### config.mk
export PLATFORM = sky130hd
export DESIGN_NAME = csarb_bank
export DESIGN_NICKNAME = d
export VERILOG_FILES = /design/src/csarb_bank.v /design/src/csarb_pulse_timer.v
export VERILOG_INCLUDE_DIRS = /design/src /design/src/src
export SDC_FILE = /design/constraint.sdc
export NUM_CORES = 1
export LEC_CHECK = 0
export ABC_AREA = 0
export BUFFER_PORTS_ARGS = -buffer_cell sky130_fd_sc_hd__buf_2
export CORE_ASPECT_RATIO = 0.9
export CORE_MARGIN = 4
export CORE_UTILIZATION = 23
export CTS_CLUSTER_DIAMETER = 30
export CTS_CLUSTER_SIZE = 8
export DETAILED_ROUTE_END_ITERATION = 6
export PLACE_DENSITY = 0.44
export SLEW_MARGIN = 20
export SYNTH_ARGS = -nofsm -noshare
export SYNTH_HDL_FRONTEND = slang
export SYNTH_SLANG_ARGS = --single-unit
### constraint.sdc
create_clock -name clk_sys_i -period 2.02 [get_ports clk_sys_i]
set_input_delay 0.101 -clock clk_sys_i [delete_from_list [all_inputs] [get_ports clk_sys_i]]
set_output_delay 0.101 -clock clk_sys_i [all_outputs]
set_load 0.05 [all_outputs]
### src/csarb_regs.vh
// register map constants for the charger status and converter result bank
// assumes byte-wide register indices as seen on the serial management side
`ifndef CSARB_REGS_VH
`define CSARB_REGS_VH
`define CSARB_OFS_TERM_V 8'h15
`define CSARB_OFS_STATUS 8'h20
`define CSARB_OFS_THROT 8'h21
`define CSARB_OFS_ILIM 8'h22
`define CSARB_OFS_VBUS 8'h23
`define CSARB_OFS_IBAT 8'h24
`define CSARB_OFS_IINCMP 8'h25
`define CSARB_OFS_VSYSBAT 8'h26
`define CSARB_OFS_OPT1 8'h30
`define CSARB_RST_TERM_V 12'h000
`define CSARB_RST_THROT 16'hb800
`define CSARB_RST_OPT1 16'h3300
`define CSARB_RST_EXT_EN 1'h0
`define CSARB_RST_WIDTH 2'h3
`define CSARB_RST_CLR 1'h1
`define CSARB_RST_ILIM 7'h41
`define CSARB_TERM_MIN 12'h271
`define CSARB_TERM_MAX 12'h960
`define CSARB_OPT1_RW_MASK 16'hfffb
`define CSARB_BIT_FORCE_OFF 3
`define CSARB_BIT_BAT_SHUNT 10
`define CSARB_BIT_IN_SHUNT 11
`define CSARB_BIT_EXT_EN 14
`define CSARB_BIT_CLR 11
`define CSARB_BIT_FAIL 9
`define CSARB_BIT_EXIT 8
`define CSARB_BIT_MIVR 7
`define CSARB_CLK_MHZ 21'h7d
`define CSARB_W100US_US 21'h64
`define CSARB_W1MS_US 21'h3e8
`define CSARB_W5MS_US 21'h1388
`define CSARB_W10MS_US 21'h2710
`define CSARB_UV_EXIT_COUNT 3'h7
`endif
### src/csarb_bank.v
// charger status, throttle and converter result register bank
// assumes a byte-indexed register port driven by a serial bus front end on
// clk_sys_i; analog event inputs are asynchronous and are synchronised here
//
// Summary of operation
// - termination target 12 bits at 14:3
// - target write ignored outside 0x271..0x960
// - status upper byte shows live state
// - reverse regulation also sets regulating bits while reverse supply is active
// - listed faults latch and clear on read
// - system over/undervoltage clear by writing zero
// - discharge overcurrent only in normal operation
// - forced shutdown fault needs enable bit set
// - throttle extend enable bit, default off
// - throttle minimum width from two-bit field
// - writing zero to clear releases extension
// - overtemperature bit is live read-only
// - seven undervoltage events latch assist failure
// - assist exit causes latch exit flag
// - input-voltage profile holds throttle until cleared
// - profile trigger flags clear on read
// - effective input limit read-only at 14:8
// - input voltage result in upper byte
// - charge current result at 14:8
// - discharge current result at 6:0
// - input current result upper byte
// - comparator result lower byte
// - system and battery voltages share register
// - shunt select bits in option register
// - read-once-clear bits zero after read
`timescale 1ns/1ps
`default_nettype none
`include "csarb_regs.vh"
module csarb_bank #(
  parameter [20:0] CNT_100US = `CSARB_CLK_MHZ * `CSARB_W100US_US,
  parameter [20:0] CNT_1MS = `CSARB_CLK_MHZ * `CSARB_W1MS_US,
  parameter [20:0] CNT_5MS = `CSARB_CLK_MHZ * `CSARB_W5MS_US,
  parameter [20:0] CNT_10MS = `CSARB_CLK_MHZ * `CSARB_W10MS_US
) (
  input wire clk_sys_i,
  input wire reset_n_i,
  // register port
  input wire [7:0] reg_addr_i,
  input wire reg_wr_i,
  input wire reg_rd_i,
  input wire [15:0] reg_wdata_i,
  output reg [15:0] reg_rdata_o,
  // live status levels (asynchronous)
  input wire input_present_i,
  input wire adaptive_search_done_i,
  input wire assist_mode_active_i,
  input wire input_voltage_regulating_i,
  input wire input_current_regulating_i,
  input wire reverse_voltage_regulating_i,
  input wire reverse_current_limit_i,
  input wire fast_charge_active_i,
  input wire precharge_active_i,
  input wire reverse_supply_active_i,
  input wire overtemp_fault_i,
  input wire normal_operation_i,
  // fault event levels (asynchronous, rising edge sets the flag)
  input wire [7:0] fault_ev_i,
  input wire input_undervoltage_ev_i,
  input wire assist_exit_ev_i,
  input wire input_voltage_throttle_ev_i,
  input wire [6:0] profile_ev_i,
  // analog side values
  input wire [6:0] effective_input_limit_i,
  input wire result_valid_i,
  input wire [7:0] input_bus_voltage_i,
  input wire [6:0] charge_current_result_i,
  input wire [6:0] discharge_current_result_i,
  input wire [7:0] input_current_result_i,
  input wire [7:0] comparator_pin_result_i,
  input wire [7:0] system_rail_result_i,
  input wire [7:0] battery_voltage_result_i,
  // control outputs
  output reg [11:0] termination_target_o,
  output wire battery_shunt_select_o,
  output wire input_shunt_select_o,
  output wire force_converter_off_o,
  output wire input_voltage_profile_enable_o,
  output reg processor_throttle_output_n_o
);
  // ---------------------------------------------------------------
  // input synchronisers
  // ---------------------------------------------------------------
  localparam NSYNC = 38;
  wire [NSYNC-1:0] async_in;
  reg [NSYNC-1:0] sync1_r;
  reg [NSYNC-1:0] sync2_r;
  reg [NSYNC-1:0] sync3_r;
  assign async_in = {input_present_i, adaptive_search_done_i,
    assist_mode_active_i, input_voltage_regulating_i,
    input_current_regulating_i, reverse_voltage_regulating_i,
    reverse_current_limit_i, fast_charge_active_i, precharge_active_i,
    reverse_supply_active_i, overtemp_fault_i, normal_operation_i,
    fault_ev_i, input_undervoltage_ev_i, assist_exit_ev_i,
    input_voltage_throttle_ev_i, profile_ev_i, result_valid_i,
    effective_input_limit_i};

  always @(posedge clk_sys_i) begin
    if (!reset_n_i) begin
      sync1_r <= {NSYNC{1'b0}};
      sync2_r <= {NSYNC{1'b0}};
      sync3_r <= {NSYNC{1'b0}};
    end else begin
      sync1_r <= async_in;
      sync2_r <= sync1_r;
      sync3_r <= sync2_r;
    end
  end

  wire s_present = sync2_r[37];
  wire s_aicc = sync2_r[36];
  wire s_assist = sync2_r[35];
  wire s_vreg = sync2_r[34];
  wire s_ireg = sync2_r[33];
  wire s_rvreg = sync2_r[32];
  wire s_rilim = sync2_r[31];
  wire s_fast = sync2_r[30];
  wire s_pre = sync2_r[29];
  wire s_rev = sync2_r[28];
  wire s_otp = sync2_r[27];
  wire s_normal = sync2_r[26];
  // rising edges compare the second and third stages only
  wire [NSYNC-1:0] rise = sync2_r & ~sync3_r;
  wire [7:0] fault_rise = rise[25:18];
  wire uv_rise = rise[17];
  wire exit_rise = rise[16];
  wire mivr_rise = rise[15];
  wire [6:0] prof_rise = rise[14:8];
  wire valid_rise = rise[7];
  wire [6:0] s_ilim = sync2_r[6:0];
  // the limit word is taken only once two samples agree, so a skewed
  // change of its bits is never latched half-way
  wire ilim_steady = (sync2_r[6:0] == sync3_r[6:0]);

  // ---------------------------------------------------------------
  // access decode
  // ---------------------------------------------------------------
  wire wr_term = reg_wr_i && (reg_addr_i == `CSARB_OFS_TERM_V);
  wire wr_stat = reg_wr_i && (reg_addr_i == `CSARB_OFS_STATUS);
  wire rd_stat = reg_rd_i && (reg_addr_i == `CSARB_OFS_STATUS);
  wire wr_thr = reg_wr_i && (reg_addr_i == `CSARB_OFS_THROT);
  wire rd_thr = reg_rd_i && (reg_addr_i == `CSARB_OFS_THROT);
  wire wr_opt = reg_wr_i && (reg_addr_i == `CSARB_OFS_OPT1);

  // ---------------------------------------------------------------
  // termination target and options
  // ---------------------------------------------------------------
  reg [15:0] opt1_r;
  wire [11:0] term_wval = reg_wdata_i[14:3];
  always @(posedge clk_sys_i) begin
    if (!reset_n_i) begin
      termination_target_o <= `CSARB_RST_TERM_V;
      opt1_r <= `CSARB_RST_OPT1;
    end else begin
      if (wr_term && term_wval >= `CSARB_TERM_MIN &&
          term_wval <= `CSARB_TERM_MAX)
        termination_target_o <= term_wval;
      if (wr_opt)
        opt1_r <= reg_wdata_i & `CSARB_OPT1_RW_MASK;
    end
  end
  assign battery_shunt_select_o = opt1_r[`CSARB_BIT_BAT_SHUNT];
  assign input_shunt_select_o = opt1_r[`CSARB_BIT_IN_SHUNT];
  assign force_converter_off_o = opt1_r[`CSARB_BIT_FORCE_OFF];
  // ---------------------------------------------------------------
  // charger status faults
  // ---------------------------------------------------------------
  // fault_ev_i order: 7 in ov, 6 dis oc, 5 in oc, 4 sys ov, 3 sys uv,
  // 2 forced off, 1 rev ov, 0 rev uv
  reg [7:0] fault_r;
  reg [7:0] fault_set;
  reg [7:0] fault_nxt;
  always @* begin
    fault_set = fault_rise;
    fault_set[6] = fault_rise[6] & s_normal;
    fault_set[2] = fault_rise[2] &
      opt1_r[`CSARB_BIT_FORCE_OFF];
    fault_nxt = fault_r;
    if (rd_stat)
      fault_nxt = fault_nxt & 8'h18;
    if (wr_stat)
      fault_nxt[4:3] = fault_nxt[4:3] & reg_wdata_i[4:3];
    fault_nxt = fault_nxt | fault_set;
  end
  always @(posedge clk_sys_i) begin
    if (!reset_n_i)
      fault_r <= 8'h00;
    else
      fault_r <= fault_nxt;
  end

  wire [7:0] live_stat = {s_present, s_aicc, s_assist,
    s_vreg | (s_rev & s_rvreg), s_ireg | (s_rev & s_rilim),
    s_fast, s_pre, s_rev};

  // ---------------------------------------------------------------
  // throttle status and control
  // ---------------------------------------------------------------
  reg ext_en_r;
  reg [1:0] width_r;
  reg clr_r;
  reg fail_r;
  reg exit_r;
  reg mivr_r;
  reg [6:0] prof_r;
  reg [6:0] prof_nxt;
  reg [2:0] uv_cnt_r;
  reg ext_hold_r;
  reg mivr_en_r;
  wire any_trig = (|prof_rise) | mivr_rise | exit_rise;
  wire uv_seventh = uv_rise && (uv_cnt_r == `CSARB_UV_EXIT_COUNT - 3'h1);
  wire timer_busy;

  always @* begin
    prof_nxt = prof_r;
    if (rd_thr)
      prof_nxt = 7'h00;
    prof_nxt = prof_nxt | prof_rise;
  end

  always @(posedge clk_sys_i) begin
    if (!reset_n_i) begin
      ext_en_r <= `CSARB_RST_EXT_EN;
      width_r <= `CSARB_RST_WIDTH;
      clr_r <= `CSARB_RST_CLR;
      fail_r <= 1'b0;
      exit_r <= 1'b0;
      mivr_r <= 1'b0;
      prof_r <= 7'h00;
      uv_cnt_r <= 3'h0;
      ext_hold_r <= 1'b0;
      mivr_en_r <= 1'b0;
    end else begin
      prof_r <= prof_nxt;
      if (wr_thr) begin
        ext_en_r <= reg_wdata_i[`CSARB_BIT_EXT_EN];
        width_r <= reg_wdata_i[13:12];
        clr_r <= reg_wdata_i[`CSARB_BIT_CLR];
      end else if (!clr_r)
        clr_r <= 1'b1; // clear is a one-shot, back to idle
      // consecutive count restarts whenever assist mode is left
      if (!s_assist)
        uv_cnt_r <= 3'h0;
      else if (uv_rise)
        uv_cnt_r <= uv_seventh ? 3'h0 : uv_cnt_r + 3'h1;
      if (wr_thr && !reg_wdata_i[`CSARB_BIT_FAIL])
        fail_r <= 1'b0;
      if (wr_thr && !reg_wdata_i[`CSARB_BIT_EXIT])
        exit_r <= 1'b0;
      if (wr_thr && !reg_wdata_i[`CSARB_BIT_MIVR])
        mivr_r <= 1'b0;
      if (uv_seventh && s_assist) begin
        fail_r <= 1'b1;
        exit_r <= 1'b1;
      end
      if (exit_rise)
        exit_r <= 1'b1;
      if (mivr_rise && mivr_en_r)
        mivr_r <= 1'b1;
      // extension holds after the timer until the host clears it
      if (any_trig && ext_en_r)
        ext_hold_r <= 1'b1;
      else if (!clr_r)
        ext_hold_r <= 1'b0;
      mivr_en_r <= input_voltage_profile_enable_o;
    end
  end

  csarb_pulse_timer #(
    .CNT_100US(CNT_100US),
    .CNT_1MS(CNT_1MS),
    .CNT_5MS(CNT_5MS),
    .CNT_10MS(CNT_10MS)
  ) u_timer (
    .clk_sys_i(clk_sys_i),
    .reset_n_i(reset_n_i),
    .start_i(any_trig),
    .width_sel_i(width_r),
    .busy_o(timer_busy)
  );

  // profile enable for the input-voltage trigger is held in option bit 15
  assign input_voltage_profile_enable_o = opt1_r[15];

  always @(posedge clk_sys_i) begin
    if (!reset_n_i)
      processor_throttle_output_n_o <= 1'b1;
    else
      processor_throttle_output_n_o <= ~(timer_busy | ext_hold_r |
        mivr_r);
  end

  // ---------------------------------------------------------------
  // conversion results, captured whole on a valid edge; input limit once two samples agree
  // ---------------------------------------------------------------
  // result buses are sampled only on the synchronised valid edge, so the
  // analog side must hold them steady around that edge
  reg [7:0] vbus_r;
  reg [6:0] ichg_r;
  reg [6:0] idis_r;
  reg [7:0] input_current_result_r;
  reg [7:0] vcmp_r;
  reg [7:0] system_rail_result_r;
  reg [7:0] vbat_r;
  reg [6:0] ilim_r;
  always @(posedge clk_sys_i) begin
    if (!reset_n_i) begin
      vbus_r <= 8'h00;
      ichg_r <= 7'h00;
      idis_r <= 7'h00;
      input_current_result_r <= 8'h00;
      vcmp_r <= 8'h00;
      system_rail_result_r <= 8'h00;
      vbat_r <= 8'h00;
      ilim_r <= `CSARB_RST_ILIM;
    end else begin
      if (ilim_steady)
        ilim_r <= s_ilim;
      if (valid_rise) begin
        vbus_r <= input_bus_voltage_i;
        ichg_r <= charge_current_result_i;
        idis_r <= discharge_current_result_i;
        input_current_result_r <= input_current_result_i;
        vcmp_r <= comparator_pin_result_i;
        system_rail_result_r <= system_rail_result_i;
        vbat_r <= battery_voltage_result_i;
      end
    end
  end

  // ---------------------------------------------------------------
  // read data
  // ---------------------------------------------------------------
  always @(posedge clk_sys_i) begin
    if (!reset_n_i)
      reg_rdata_o <= 16'h0000;
    else if (reg_rd_i) begin
      case (reg_addr_i)
        `CSARB_OFS_TERM_V: reg_rdata_o <= {1'b0, termination_target_o, 3'b000};
        `CSARB_OFS_STATUS: reg_rdata_o <= {live_stat, fault_r};
        `CSARB_OFS_THROT: reg_rdata_o <= {1'b1, ext_en_r, width_r, clr_r,
          s_otp, fail_r, exit_r, mivr_r, prof_r};
        `CSARB_OFS_ILIM: reg_rdata_o <= {1'b0, ilim_r, 8'h00};
        `CSARB_OFS_VBUS: reg_rdata_o <= {vbus_r, 8'h00};
        `CSARB_OFS_IBAT: reg_rdata_o <= {1'b0, ichg_r, 1'b0, idis_r};
        `CSARB_OFS_IINCMP: reg_rdata_o <= {input_current_result_r, vcmp_r};
        `CSARB_OFS_VSYSBAT: reg_rdata_o <= {system_rail_result_r, vbat_r};
        `CSARB_OFS_OPT1: reg_rdata_o <= opt1_r;
        default: reg_rdata_o <= 16'h0000;
      endcase
    end
  end
endmodule
`default_nettype wire

### src/csarb_pulse_timer.v
// minimum-width timer for the processor throttle output
// assumes start is a one-cycle pulse on clk_sys_i
`timescale 1ns/1ps
`default_nettype none
module csarb_pulse_timer #(
  parameter [20:0] CNT_100US = 21'd12500,
  parameter [20:0] CNT_1MS = 21'd125000,
  parameter [20:0] CNT_5MS = 21'd625000,
  parameter [20:0] CNT_10MS = 21'd1250000
) (
  input wire clk_sys_i,
  input wire reset_n_i,
  input wire start_i,
  input wire [1:0] width_sel_i,
  output wire busy_o
);
  reg [20:0] cnt_r;
  reg [20:0] load_val;

  always @* begin
    case (width_sel_i)
      2'b00: load_val = CNT_100US;
      2'b01: load_val = CNT_1MS;
      2'b10: load_val = CNT_5MS;
      default: load_val = CNT_10MS;
    endcase
  end

  // a new trigger restarts the full width
  always @(posedge clk_sys_i) begin
    if (!reset_n_i)
      cnt_r <= 21'h00000;
    else if (start_i)
      cnt_r <= load_val;
    else if (cnt_r != 21'h00000)
      cnt_r <= cnt_r - 21'h00001;
  end

  assign busy_o = (cnt_r != 21'h00000);
endmodule
`default_nettype wire

## After elaboration in Yosys (flattened, before gate mapping)

Index checks and enable logic that the tools add are counted.

- Register bits after elaboration: 255
- Word-level logic and storage cells: 105
- Input bits: 120

- $lt $le $gt $ge: 2
- Multiplexer cells: 17
- Add/subtract/negate cells: 2
- Reduce and logical (&&, ||, !) cells: 27
- Equality and inequality tests: 14
- Bitwise gates (word level): 16

Operator list:

| cell | number |
|---|---|
| one-hot mux 16 bit (9 select lines) | 1 |
| equality test 8 x 6 -> 1 bit, second input constant | 8 |
| one-hot mux 21 bit (3 select lines) | 1 |
| 2-to-1 mux 21 bit | 2 |
| AND 26 bit | 1 |
| NOT 26 bit | 1 |
| nonzero test 21 bit | 1 |
| subtractor 21 x 1 -> 21 bit, second input constant | 1 |
| logical AND 1 bit | 15 |
| >= comparator 12 x 10 -> 1 bit, second input constant | 1 |
| <= comparator 12 bit, second input constant | 1 |
| 2-to-1 mux 1 bit | 9 |
| equality test 8 x 5 -> 1 bit, second input constant | 1 |
| 2-to-1 mux 8 bit | 1 |
| OR 8 bit | 1 |
| equality test 7 bit | 1 |
| 2-to-1 mux 7 bit | 1 |
| OR 7 bit | 1 |
| OR reduction 7 bit | 1 |
| OR 1 bit | 6 |
| nonzero test 2 bit | 3 |
| AND 1 bit | 4 |
| AND reduction 2 bit | 2 |
| adder 3 x 1 -> 3 bit, second input constant | 1 |
| 11 further kinds | 13 |

## Depth between registers and ports, before layout

Gate-level depths: netlist of the first run.

- Depth in word-level cells: 7
- Depth in mapped cells: 9
- Gate-level depth less buffers: 7

## Cells and area by module

From an unflattened synthesis of the first run, not the netlist that was laid out.

- Cell total of the unflattened synthesis: 1077
- Area total of the unflattened synthesis: 9795.6 µm²

Modules (own cells, without submodules):

| module | times used | area an instance (µm²) | cells an instance |
|---|---|---|---|
| csarb_bank | 1 | 8575.7 | 942 |
| csarb_pulse_timer | 1 | 1219.9 | 135 |

## Worst setup path after synthesis of the first run

Ideal clock, no wire load.

- Path type: register to register
- Start point: reg u_timer.cnt_r[0]
- End point: reg u_timer.cnt_r[10]
- Slack: 0.050 ns
- Library setup time: 0.116 ns
- Cell stages (with the launch flop): 8
- Arrival: 1.854 ns
- Cells stage by stage: dfxtp_1 > inv_1 > ha_1 > nor4b_1 > nand2_1 > a2111oi_0 > xnor2_1 > nor2_1

- Word-level cells in the longest chain between the ends: 3

Ends and longest elaborated chain:

| item | RTL line | text |
|---|---|---|
| start: declaration | csarb_pulse_timer.v:17 | `reg [20:0] cnt_r;` |
| start signal: assignment | csarb_pulse_timer.v:34 | `cnt_r <= load_val;` |
| start signal: assignment | csarb_pulse_timer.v:36 | `cnt_r <= cnt_r - 21'h00001;` |
| subtractor 21 x 1 -> 21 bit | csarb_pulse_timer.v:36 |  |
| 2-to-1 mux 21 bit | csarb_pulse_timer.v:35 | `else if (cnt_r != 21'h00000)` |
| 2-to-1 mux 21 bit | csarb_pulse_timer.v:33 | `else if (start_i)` |

Parallel ways exist; a longest one is shown, timed or not. The select of a mux whose other input is x is not followed.
A chain may end at the register's enable or synchronous reset.

## Final worst setup path of the first run

- Start point: in reg_wdata_i[6]
- End point: reg termination_target_o[9]

- Word-level cells in the longest chain between the ends: 3

Ends and longest elaborated chain:

| item | RTL line | text |
|---|---|---|
| start: declaration | csarb_bank.v:46 | `input wire [15:0] reg_wdata_i,` |
| >= comparator 12 x 10 -> 1 bit (no line) | n/a |  |
| logical AND 1 bit (no line) | n/a |  |
| logical AND 1 bit (no line) * | n/a |  |
| end signal: assignment | csarb_bank.v:156 | `` termination_target_o <= `CSARB_RST_TERM_V; `` |
| end signal: assignment | csarb_bank.v:161 | `termination_target_o <= term_wval;` |
| end: declaration | csarb_bank.v:78 | `output reg [11:0] termination_target_o,` |

Mark *: on every way between the ends. The rest lies on a longest branch, timed or not.

==> out/metrics.yaml, run 1 <==
synth-edff-count: 0
cp_cell_sequence: "dlygate4sd3_1, buf_2, or4_4, o311a_4, o32ai_4, buf_4, mux2i_1, nor2_1"
drc: 0
clk_pin_slew_ns: 0.04
h-tree-depth: 2
final_common_cell: "dfxtp_1"
hp-class: "in -> reg"
cts_tree: "done"
max_stage_delay_ns: 0.54
ctsRootBufferMaster: "clkbuf_16"
die_x_um: 226
hold_start: "reg_wdata_i[4]"
syn-num-nets: 1202
critPathTopFamily: "buffers and inverters"
final_cell_mix: "dfxtp_1 (255), nand2_1 (188), buf_2 (150)"
ys_seq_area_share_pct: 51.9
ir_drop_mv: 0.648
place.gp.congestion: 0.859
path_class: "in -> reg"
yosysTopAreaCell: "dfxtp_1"
total_power_mw: 15.6
rsz0062_at_grt: "false"
fmax_mhz: 512
initial_core_util_pct: 23.4
finalNetCount: 1523
drv_slew: 0
cp-end-kind: "flop"
diodes: 0
cp_max_fo: 4
clockBufferDepth: 3
avgRoutedWirePerCell_um: 16.9
dp_worst_setup_slack_ns: -0.0386
grt_overflow: 0
p_leak_nw: 5.94
yosys.area.top_type_share_pct: 51.9
clk_latency_ns: 0.57
crit_start: "reg_wdata_i[6]"
ys_types: 67
syn_area_per_cell_sq_um: 9.17
drtIter0Drc: 418
path_buf_inv: 3
dp_hpwl_um: 24800
port_buffers: 151
yosys_warnings: 0
synthCells: 1072
powerDensity_nw_per_um2: 1070
status: "complete, no violations"
via_per_inst: 4.45
rrSetupSlack_ns: 0.11
setup_slack_ns: 0.0657
routed_wl_um: 33600
relSlewSlack_pct: 60.7
area_growth_pct: 48.8
dieArea_sq_um: 46100
min_period_over_period_pct: 96.7
start_kind: "input port"
crit_required_ns: 2.45
grt_pass1_wl_um: 50900
grt_pass1_vias: 8818
cap_violations: 0
rr_startpoint: "sync2_r[13]$_SDFF_PN0_"
min_period_ns: 1.95
setup_viol: 0
vias: 8820
die_h_um: 204
hold_viol_final: 0
arrival_ns: 2.38
pin_count: 153
synthArstFlopShare_pct: 0
dr.pass1.iters: 5
std_cell_rows: 71
cts_sinks: 255
drive_gt1_share_pct: 23.3
grt_max_degree: 111
grt_antenna_before_repair: 1
final.setup_skew_ns: 0.0213
ys_ff_latch: 255
grtUsageTotal_pct: 14.2
ys.flop_type: "dfxtp_1"
numCtsBuffers: 55
tightest_slew_ns: 0.588
synthTopCellsByArea: "dfxtp_1 (52%), nand2_1 (7.2%), and2_1 (6.4%)"
core_area_sq_um: 42000
critPathSlowestCell: "dlygate4sd3_1"
synth_area_sq_um: 9830
ant_nets: 0
## cells by family (layout without fill, tap and decap cells)
group,after synthesis,in the layout,share of synthesized area [%]
AOI/OAI and AO/OA,211,211,13.6
xor gates and xnor gates,27,27,2.41
adders and majority gates,10,10,1.27
buffers and inverters,77,440,3.46
DFF,255,255,51.9
muxes,39,39,4.15
and+or+nand+nor,453,453,23.2
## stage by stage
stage / util (%) / cell area, sq um / instances / hold WS (ns) / TNS, ns
CTS: 34.6 / 14600 / 1981 / 0.0979 / 0
finish: 34.8 / 14600 / 1982 / 0.111 / 0
floorplan: - / 9830 / 1072 / 0.205 / 0
global placement: 27.4 / 11500 / 1771 / 0.312 / -0.148
detailed placement: 27.4 / 11500 / 1771 / 0.312 / -0.275
global route: 34.8 / 14600 / 1982 / 0.119 / 0
## layout make-up
cell class / count / area (sq um)
clock buffers: 66 / 1460
clock inverters: 33 / 469
flip-flops and latches: 255 / 5100
multi-input cells: 740 / 4460
repair buffers: 326 / 2390
inverters: 15 / 57.6
well taps: 547 / 684
fillers: 4368 / 27400
## synthesized netlist by cell type (all sizes together), types with 5 or more instances
library cell / n
a211oi: 19
a21oi: 97
a221oi: 5
a22o: 16
a22oi: 10
a31oi: 5
a32oi: 7
and2: 102
buf: 14
clkbuf: 48
dfxtp: 255
ha: 10
inv: 15
mux2i: 34
nand2: 189
nand2b: 6
nand3: 17
nand4: 7
nor2: 56
nor2b: 16
nor3: 15
nor4: 6
o21ai: 26
or4: 6
xnor2: 19
xor2: 8
## flip-flops by register name, indices dropped and copies added, names as in the netlist, 2 cells and up
register and cells:
prof_r 7, fault_r 8, input_current_result_r 8, system_rail_result_r 8, opt1_r 15, width_r 2
idis_r 7, ichg_r 7, sync2_r 38, uv_cnt_r 3, vbat_r 8, sync3_r 26
ilim_r 7, reg_rdata_o 16, termination_target_o 12, u_timer.cnt_r 21, vcmp_r 8, sync1_r 38
vbus_r 8
## routing by layer
layer	vias up	track usage, %	wire length, um
met3	48	3.85	2260
met2	247	21.9	14800
met5	-	0	7
li1	4341	-	-
met1	4182	19.9	16000
met4	2	3.22	484
## power by group
part           internal [mW]  leakage [nW]  switching (mW)
registers               5.24          2.08           0.127
logic                  0.562          2.92           0.539
clock network           6.28         0.930            2.88
total                   12.1          5.94            3.55
## worst paths after layout
kind	cells past startpoint	endpoint
worst max-delay path	8	termination_target_o[9]$_SDFFE_PN0P_
worst min-delay path	5	termination_target_o[11]$_SDFFE_PN0P_
worst max register to register	5	u_timer.cnt_r[4]$_SDFFE_PN0P_
worst min register to register	1	fault_r[0]$_SDFF_PN0_
## worst min-delay path: cells and delay by family
family                 cells  cell delay (ns)
buffers and inverters      1             0.09
AO/OA/AOI/OAI              3             0.30
AND/OR/NAND/NOR            1             0.13
## timing repair
item                       in CTS  in global routing
hold buffers                  111                  0
setup endpoints to repair       6                 31
gates cloned                    0                  1
resized for setup               1                 13
setup buffers                   0                  1
pin swaps                       0                  5
hold endpoints to repair      131                  0
Note: power is estimated with default switching activity, not from simulation.
==> inputs of run 2 (changes only) <==
Settings changed: GPL_TIMING_DRIVEN set to 0, PLACE_DENSITY 0.44 to 0.43.
Clock period 2.02 ns to 2.4 ns, I/O delays scaled along.
==> run 2 against run 1 <==
Effect of this change: count of clock-buffer cells in the layout grew 2; combinational power shrank 19%; die area unchanged; core utilization down 1.0 points; clock skew shrank 0.0026 ns; global-route usage grew 1.1 points; setup slack improved by 0.072 ns; total power is 19% lower; clock power down 21%; critical path type is now reg -> reg.
==> out/metrics.yaml, run 2 (same netlist as run 1, synthesis figures left out) <==
drtIter0Drc: 637
fin_tns_setup_ns: 0
rsz0062_at_grt: "false"
placed_area_sq_um: 11300
numCtsBuffers: 54
p_leak_nw: 5.67
min_period_ns: 2.26
dieArea_sq_um: 46100
drv_slew: 0
path_class: "reg -> reg"
fillCellCount: 4430
area_growth_pct: 44.4
grt_antenna_before_repair: 0
min_period_over_period_pct: 94.3
grt_pass1_wl_um: 53900
grt_max_degree: 15
via_per_inst: 4.49
fin_area_sq_um: 14200
grtUsageTotal_pct: 15.3
grt_overflow: 0
drive_gt1_share_pct: 19.2
h-tree-depth: 2
clockBufferDepth: 3
diodes: 0
cts_tree: "done"
grt_pass1_vias: 8901
routed_wl_um: 36000
start_kind: "flop"
std_cell_rows: 71
dr.pass1.iters: 5
ctsRootBufferMaster: "clkbuf_16"
drc: 0
hold_slack_ns: 0.0535
fin_util_pct: 33.8
fmax_mhz: 442
pin_count: 153
vias: 8854
powerDensity_nw_per_um2: 893
dp_hpwl_um: 27400
clk_pin_slew_ns: 0.04
reg_top3: "sync1_r (38), sync2_r (38), sync3_r (26)"
die_x_um: 226
setup_viol: 0
final_cell_mix: "dfxtp_1 (255), nand2_1 (189), buf_2 (156)"
port_buffers: 150
hp-class: "in -> reg"
avgRoutedWirePerCell_um: 18.2
arrival_ns: 2.71
final.setup_skew_ns: 0.0187
relSlewSlack_pct: 44.5
cts_sinks: 255
status: "complete, no violations"
cp-end-kind: "flop"
die_h_um: 204
crit_required_ns: 2.85
clk_latency_ns: 0.56
tightest_slew_ns: 0.833
cap_violations: 0
core_area_sq_um: 42000
ir_drop_mv: 0.628
final_common_cell: "dfxtp_1"
cp_max_fo: 10
finalNetCount: 1516
initial_core_util_pct: 23.4
ant_nets: 0
place.gp.congestion: 0.873
hold_viol_final: 0
-- run 2: cell types whose count changed in the layout (fill, tap and decap cells not counted), sizes merged --
cell	before	now
clkinv	19	17
dlygate4sd3	111	108
inv	15	17
bufinv	9	5
buf	215	164
clkbuf	66	116
-- run 2: layer usage --
metal	wire length (um)	part of all wire, %	vias up	track usage, %
met4	562	1.6	0	3.48
met3	2560	7.1	40	4.06
met5	0	0	-	0
met2	15300	43	257	23.0
met1	17500	49	4219	22.0
li1	-	-	4338	-
-- run 2: critical path, stage by stage (launching register included) --
cell      delay, ns
dfxtp_1        0.33
or4_1          0.68
nor3_4         0.35
nand2_1        0.22
clkbuf_2       0.28
o31ai_2        0.28
-- run 2: worst paths after layout --
kind                                   from                                        to  slack (ns)  depth (start not counted)
max reg2reg  u_timer.cnt_r[11]$_SDFFE_PN0P_  processor_throttle_output_n_o$_SDFF_PN1_        0.14                          5
min                                reg_wr_i                     fault_r[4]$_SDFF_PN0_        0.05                          4
min reg2reg          sync3_r[23]$_SDFF_PN0_                     fault_r[5]$_SDFF_PN0_        0.41                          1
max          u_timer.cnt_r[11]$_SDFFE_PN0P_  processor_throttle_output_n_o$_SDFF_PN1_        0.14                          5
-- run 2: area by class of cell --
type / count / area (sq um) / area share, %
timing repair buffer: 258 / 1830 / 12.9
inverter: 15 / 56.3 / 0.397
multi-input combinational: 740 / 4430 / 31.2
clock buffer: 68 / 1500 / 10.5
tap: 547 / 684 / 4.82
clock inverter: 29 / 313 / 2.20
buffer: 62 / 285 / 2.01
sequential: 255 / 5100 / 36.0
-- run 2: timing repair --
action / CTS / global route
resized for setup: 6 / 4
buffers inserted: 0 / 0
hold endpoints to repair: 127 / 0
cloned: 0 / 0
hold buffers: 108 / 0
endpoints found under the setup margin: 15 / 7
-- run 2: metrics by stage --
| step | worst slack, ns | total power, mW | cells |
|---|---|---|---|
| 6_report | 0.138 | 12.7 | 1974 |
| 5_1_grt | 0.00453 | 13.1 | 1974 |
| 4_1_cts | 0.0898 | 12.8 | 1974 |
| 3_5_place_dp | -0.222 | 5.33 | 1769 |
| 3_3_place_gp | -0.210 | 5.33 | 1769 |
| 2_1_floorplan | 0.430 | 5.00 | 1072 |
-- run 2: where the power goes --
| group | switching, mW | internal, mW |
|---|---|---|
| Sequential | 0.106 | 4.41 |
| Combinational | 0.476 | 0.419 |
| Clock | 2.37 | 4.91 |
==> inputs of run 3 (changes only) <==
Settings changed: SYNTH_HIERARCHICAL set to 1.
==> run 3 against run 2 <==
Effect of this change: sequential power about the same; largest power group unchanged; synthesized cell count is 0.47% higher; combinational power up 6.3%; setup slack better by 0.054 ns; global-route usage grew 0.32 points; highest routed layer unchanged; hold slack better by 0.0076 ns; clock power increased by 9.1%; non-clock buffer count down 1; fmax is 2.4% higher; via count rose by 0.75%; register-to-register slack better by 0.07 ns; sequential cell count did not move.
==> out/metrics.yaml, run 3 <==
status: "complete, no violations"
drv_slew: 0
port_buffers: 150
total_power_mw: 13.4
ys_seq_area_share_pct: 52.1
numCtsBuffers: 56
ant_nets: 0
dp_hpwl_um: 27600
min_period_ns: 2.21
wl_met1_um: 16400
clk_pin_slew_ns: 0.04
hp-class: "in -> reg"
finalNetCount: 1522
drive_gt1_share_pct: 18.9
drtIter0Drc: 631
rr_startpoint: "u_timer/cnt_r[1]$_SDFFE_PN0P_"
tightest_slew_ns: 1.01
grt_max_degree: 16
start_kind: "input port"
grt_overflow: 0
initial_core_util_pct: 23.4
crit_required_ns: 2.88
synth_commonest_cells: "dfxtp_1 (255), nand2_1 (177), and2_1 (105), a21oi_1 (101), nor2_1 (62)"
setup_viol: 0
via_per_inst: 4.50
clockBufferDepth: 3
reg_top3: "sync1_r (38), sync2_r (38), sync3_r (26)"
pin_count: 153
wl_met3_um: 2900
grt_pass1_wl_um: 54400
synthArstFlopShare_pct: 0
final_cell_mix: "dfxtp_1 (255), nand2_1 (177), buf_2 (159)"
min_period_over_period_pct: 92.0
clk_latency_ns: 0.58
ys.flop_type: "dfxtp_1"
hold_viol_final: 0
dr.pass1.iters: 5
wl_met2_um: 16400
grt_antenna_before_repair: 1
hold_slack_ns: 0.0611
p_leak_nw: 5.78
top_layer_used: "met4"
yosysTopAreaCell: "dfxtp_1"
path_buf_inv: 2
synth_area_sq_um: 9800
ir_drop_mv: 0.497
grt_pass1_vias: 9050
area_growth_pct: 46.0
drc: 0
final_common_cell: "dfxtp_1"
die_h_um: 204
fin_area_sq_um: 14300
cp_max_fo: 10
dieArea_sq_um: 46000
cts_tree: "done"
arrival_ns: 2.69
ys_types: 70
grtUsageTotal_pct: 15.6
hold_start: "reg_rd_i"
critPathTopFamily: "simple AND/OR/NAND/NOR gates"
vias: 8920
die_x_um: 226
ys_ff_latch: 255
synthCells: 1077
synthTopCellsByArea: "dfxtp_1 (52%), nand2_1 (6.8%), and2_1 (6.7%)"
cts_resized: 0
rsz0062_at_grt: "false"
yosys.area.top_type_share_pct: 52.1
synth-edff-count: 0
ctsRootBufferMaster: "clkbuf_16"
final.setup_skew_ns: 0.0239
relSlewSlack_pct: 31.9
diodes: 0
h-tree-depth: 2
cap_violations: 0
yosys_warnings: 6
cp-end-kind: "flop"
cp_cell_sequence: "buf_2, clkbuf_1, nor4b_1, nand2_1, nor2_1, a222oi_1, a31oi_1"
max_stage_delay_ns: 0.88
fmax_mhz: 453
cts_sinks: 255
synth_most_common_cell: "dfxtp_1"
core_area_sq_um: 41900
avgRoutedWirePerCell_um: 18.4
critPathSlowestCell: "nor4b_1"
powerDensity_nw_per_um2: 937
syn-num-nets: 1207
place.gp.congestion: 0.899
path_class: "in -> reg"
std_cell_rows: 71
crit_start: "reg_addr_i[3]"
syn_area_per_cell_sq_um: 9.10
routed_wl_um: 36500
placed_area_sq_um: 11200
run 3: changes by cell type after synthesis, sizes merged, moves of 5 or more:
cell,delta
a22o,-14
nor2,+6
a22oi,+10
o21ai,+8
nor4,+6
nor3,-6
nand2,-12
o21a,+7
a31oi,+5
a211oi,-17
run 3: path summary, 6_finish.rpt:
| kind | endpoint | slack, ns | cells past startpoint |
|---|---|---|---|
| setup / recovery | reg_rdata_o[12]$_SDFFE_PN0P_ | 0.19 | 7 |
| hold / removal | reg_rdata_o[11]$_SDFFE_PN0P_ | 0.06 | 4 |
| setup reg to reg | u_timer/cnt_r[2]$_SDFFE_PN0P_ | 0.21 | 7 |
| hold reg to reg | fault_r[7]$_SDFF_PN0_ | 0.41 | 1 |
run 3: logic make-up after synthesis:
kind of cell | count (synthesis) | synth area share (%)
XOR/XNOR | 25 | 2.24
multiplexers | 35 | 3.64
flip-flops | 255 | 52.1
AO/OA/AOI/OAI | 222 | 14.1
AND/OR/NAND/NOR | 449 | 23.4
buffers and inverters | 81 | 3.22
adder cells (fa/ha/maj) | 10 | 1.28
run 3: worst register-to-register path, delay by kind of cell (launching register included):
kind	cells	cell delay, ns
buffers and inverters	1	0.09
AND/OR/NAND/NOR	4	1.29
flip-flops	1	0.34
adder cells (fa/ha/maj)	1	0.14
AO/OA/AOI/OAI	1	0.22
run 3: routing by layer:
| metal | vias to the layer above | global-route usage, % |
|---|---|---|
| li1 | 4332 | - |
| met1 | 4238 | 20.9 |
| met2 | 287 | 24.5 |
| met3 | 63 | 4.86 |
| met4 | 0 | 4.18 |
| met5 | - | 0 |
run 3: metrics by stage:
stage                     setup WS (ns)  utilization (%)  std cells  setup TNS [ns]
after CTS                         0.253             34.1       1983               0
after global placement           -0.327             26.8       1774           -5.87
after global routing             0.0711             34.1       1983               0
after detailed placement         -0.263             26.8       1774           -1.16
after floorplan                   0.634                -       1077               0
final                             0.192             34.1       1983               0
run 3: repair_timing:
action | in CTS | in global routing
hold buffers | 107 | 0
setup endpoints to repair | 0 | 0
hold endpoints to repair | 126 | 0
buffers inserted | 0 | 0
run 3: report_power, final:
part / internal (mW) / switching [mW] / leakage (nW)
clock network: 5.53 / 2.40 / 0.967
registers: 4.41 / 0.107 / 2.09
logic: 0.431 / 0.520 / 2.73
run 3: layout make-up:
class                      instances  area [sq um]
buffer                            62           244
clock buffer                      78          1630
clock inverter                    24           369
fill                            4367         27600
inverter                          19          71.3
multi-input combinational        741          4380
sequential                       255          5100
tap                              547           684
timing repair buffer             257          1820
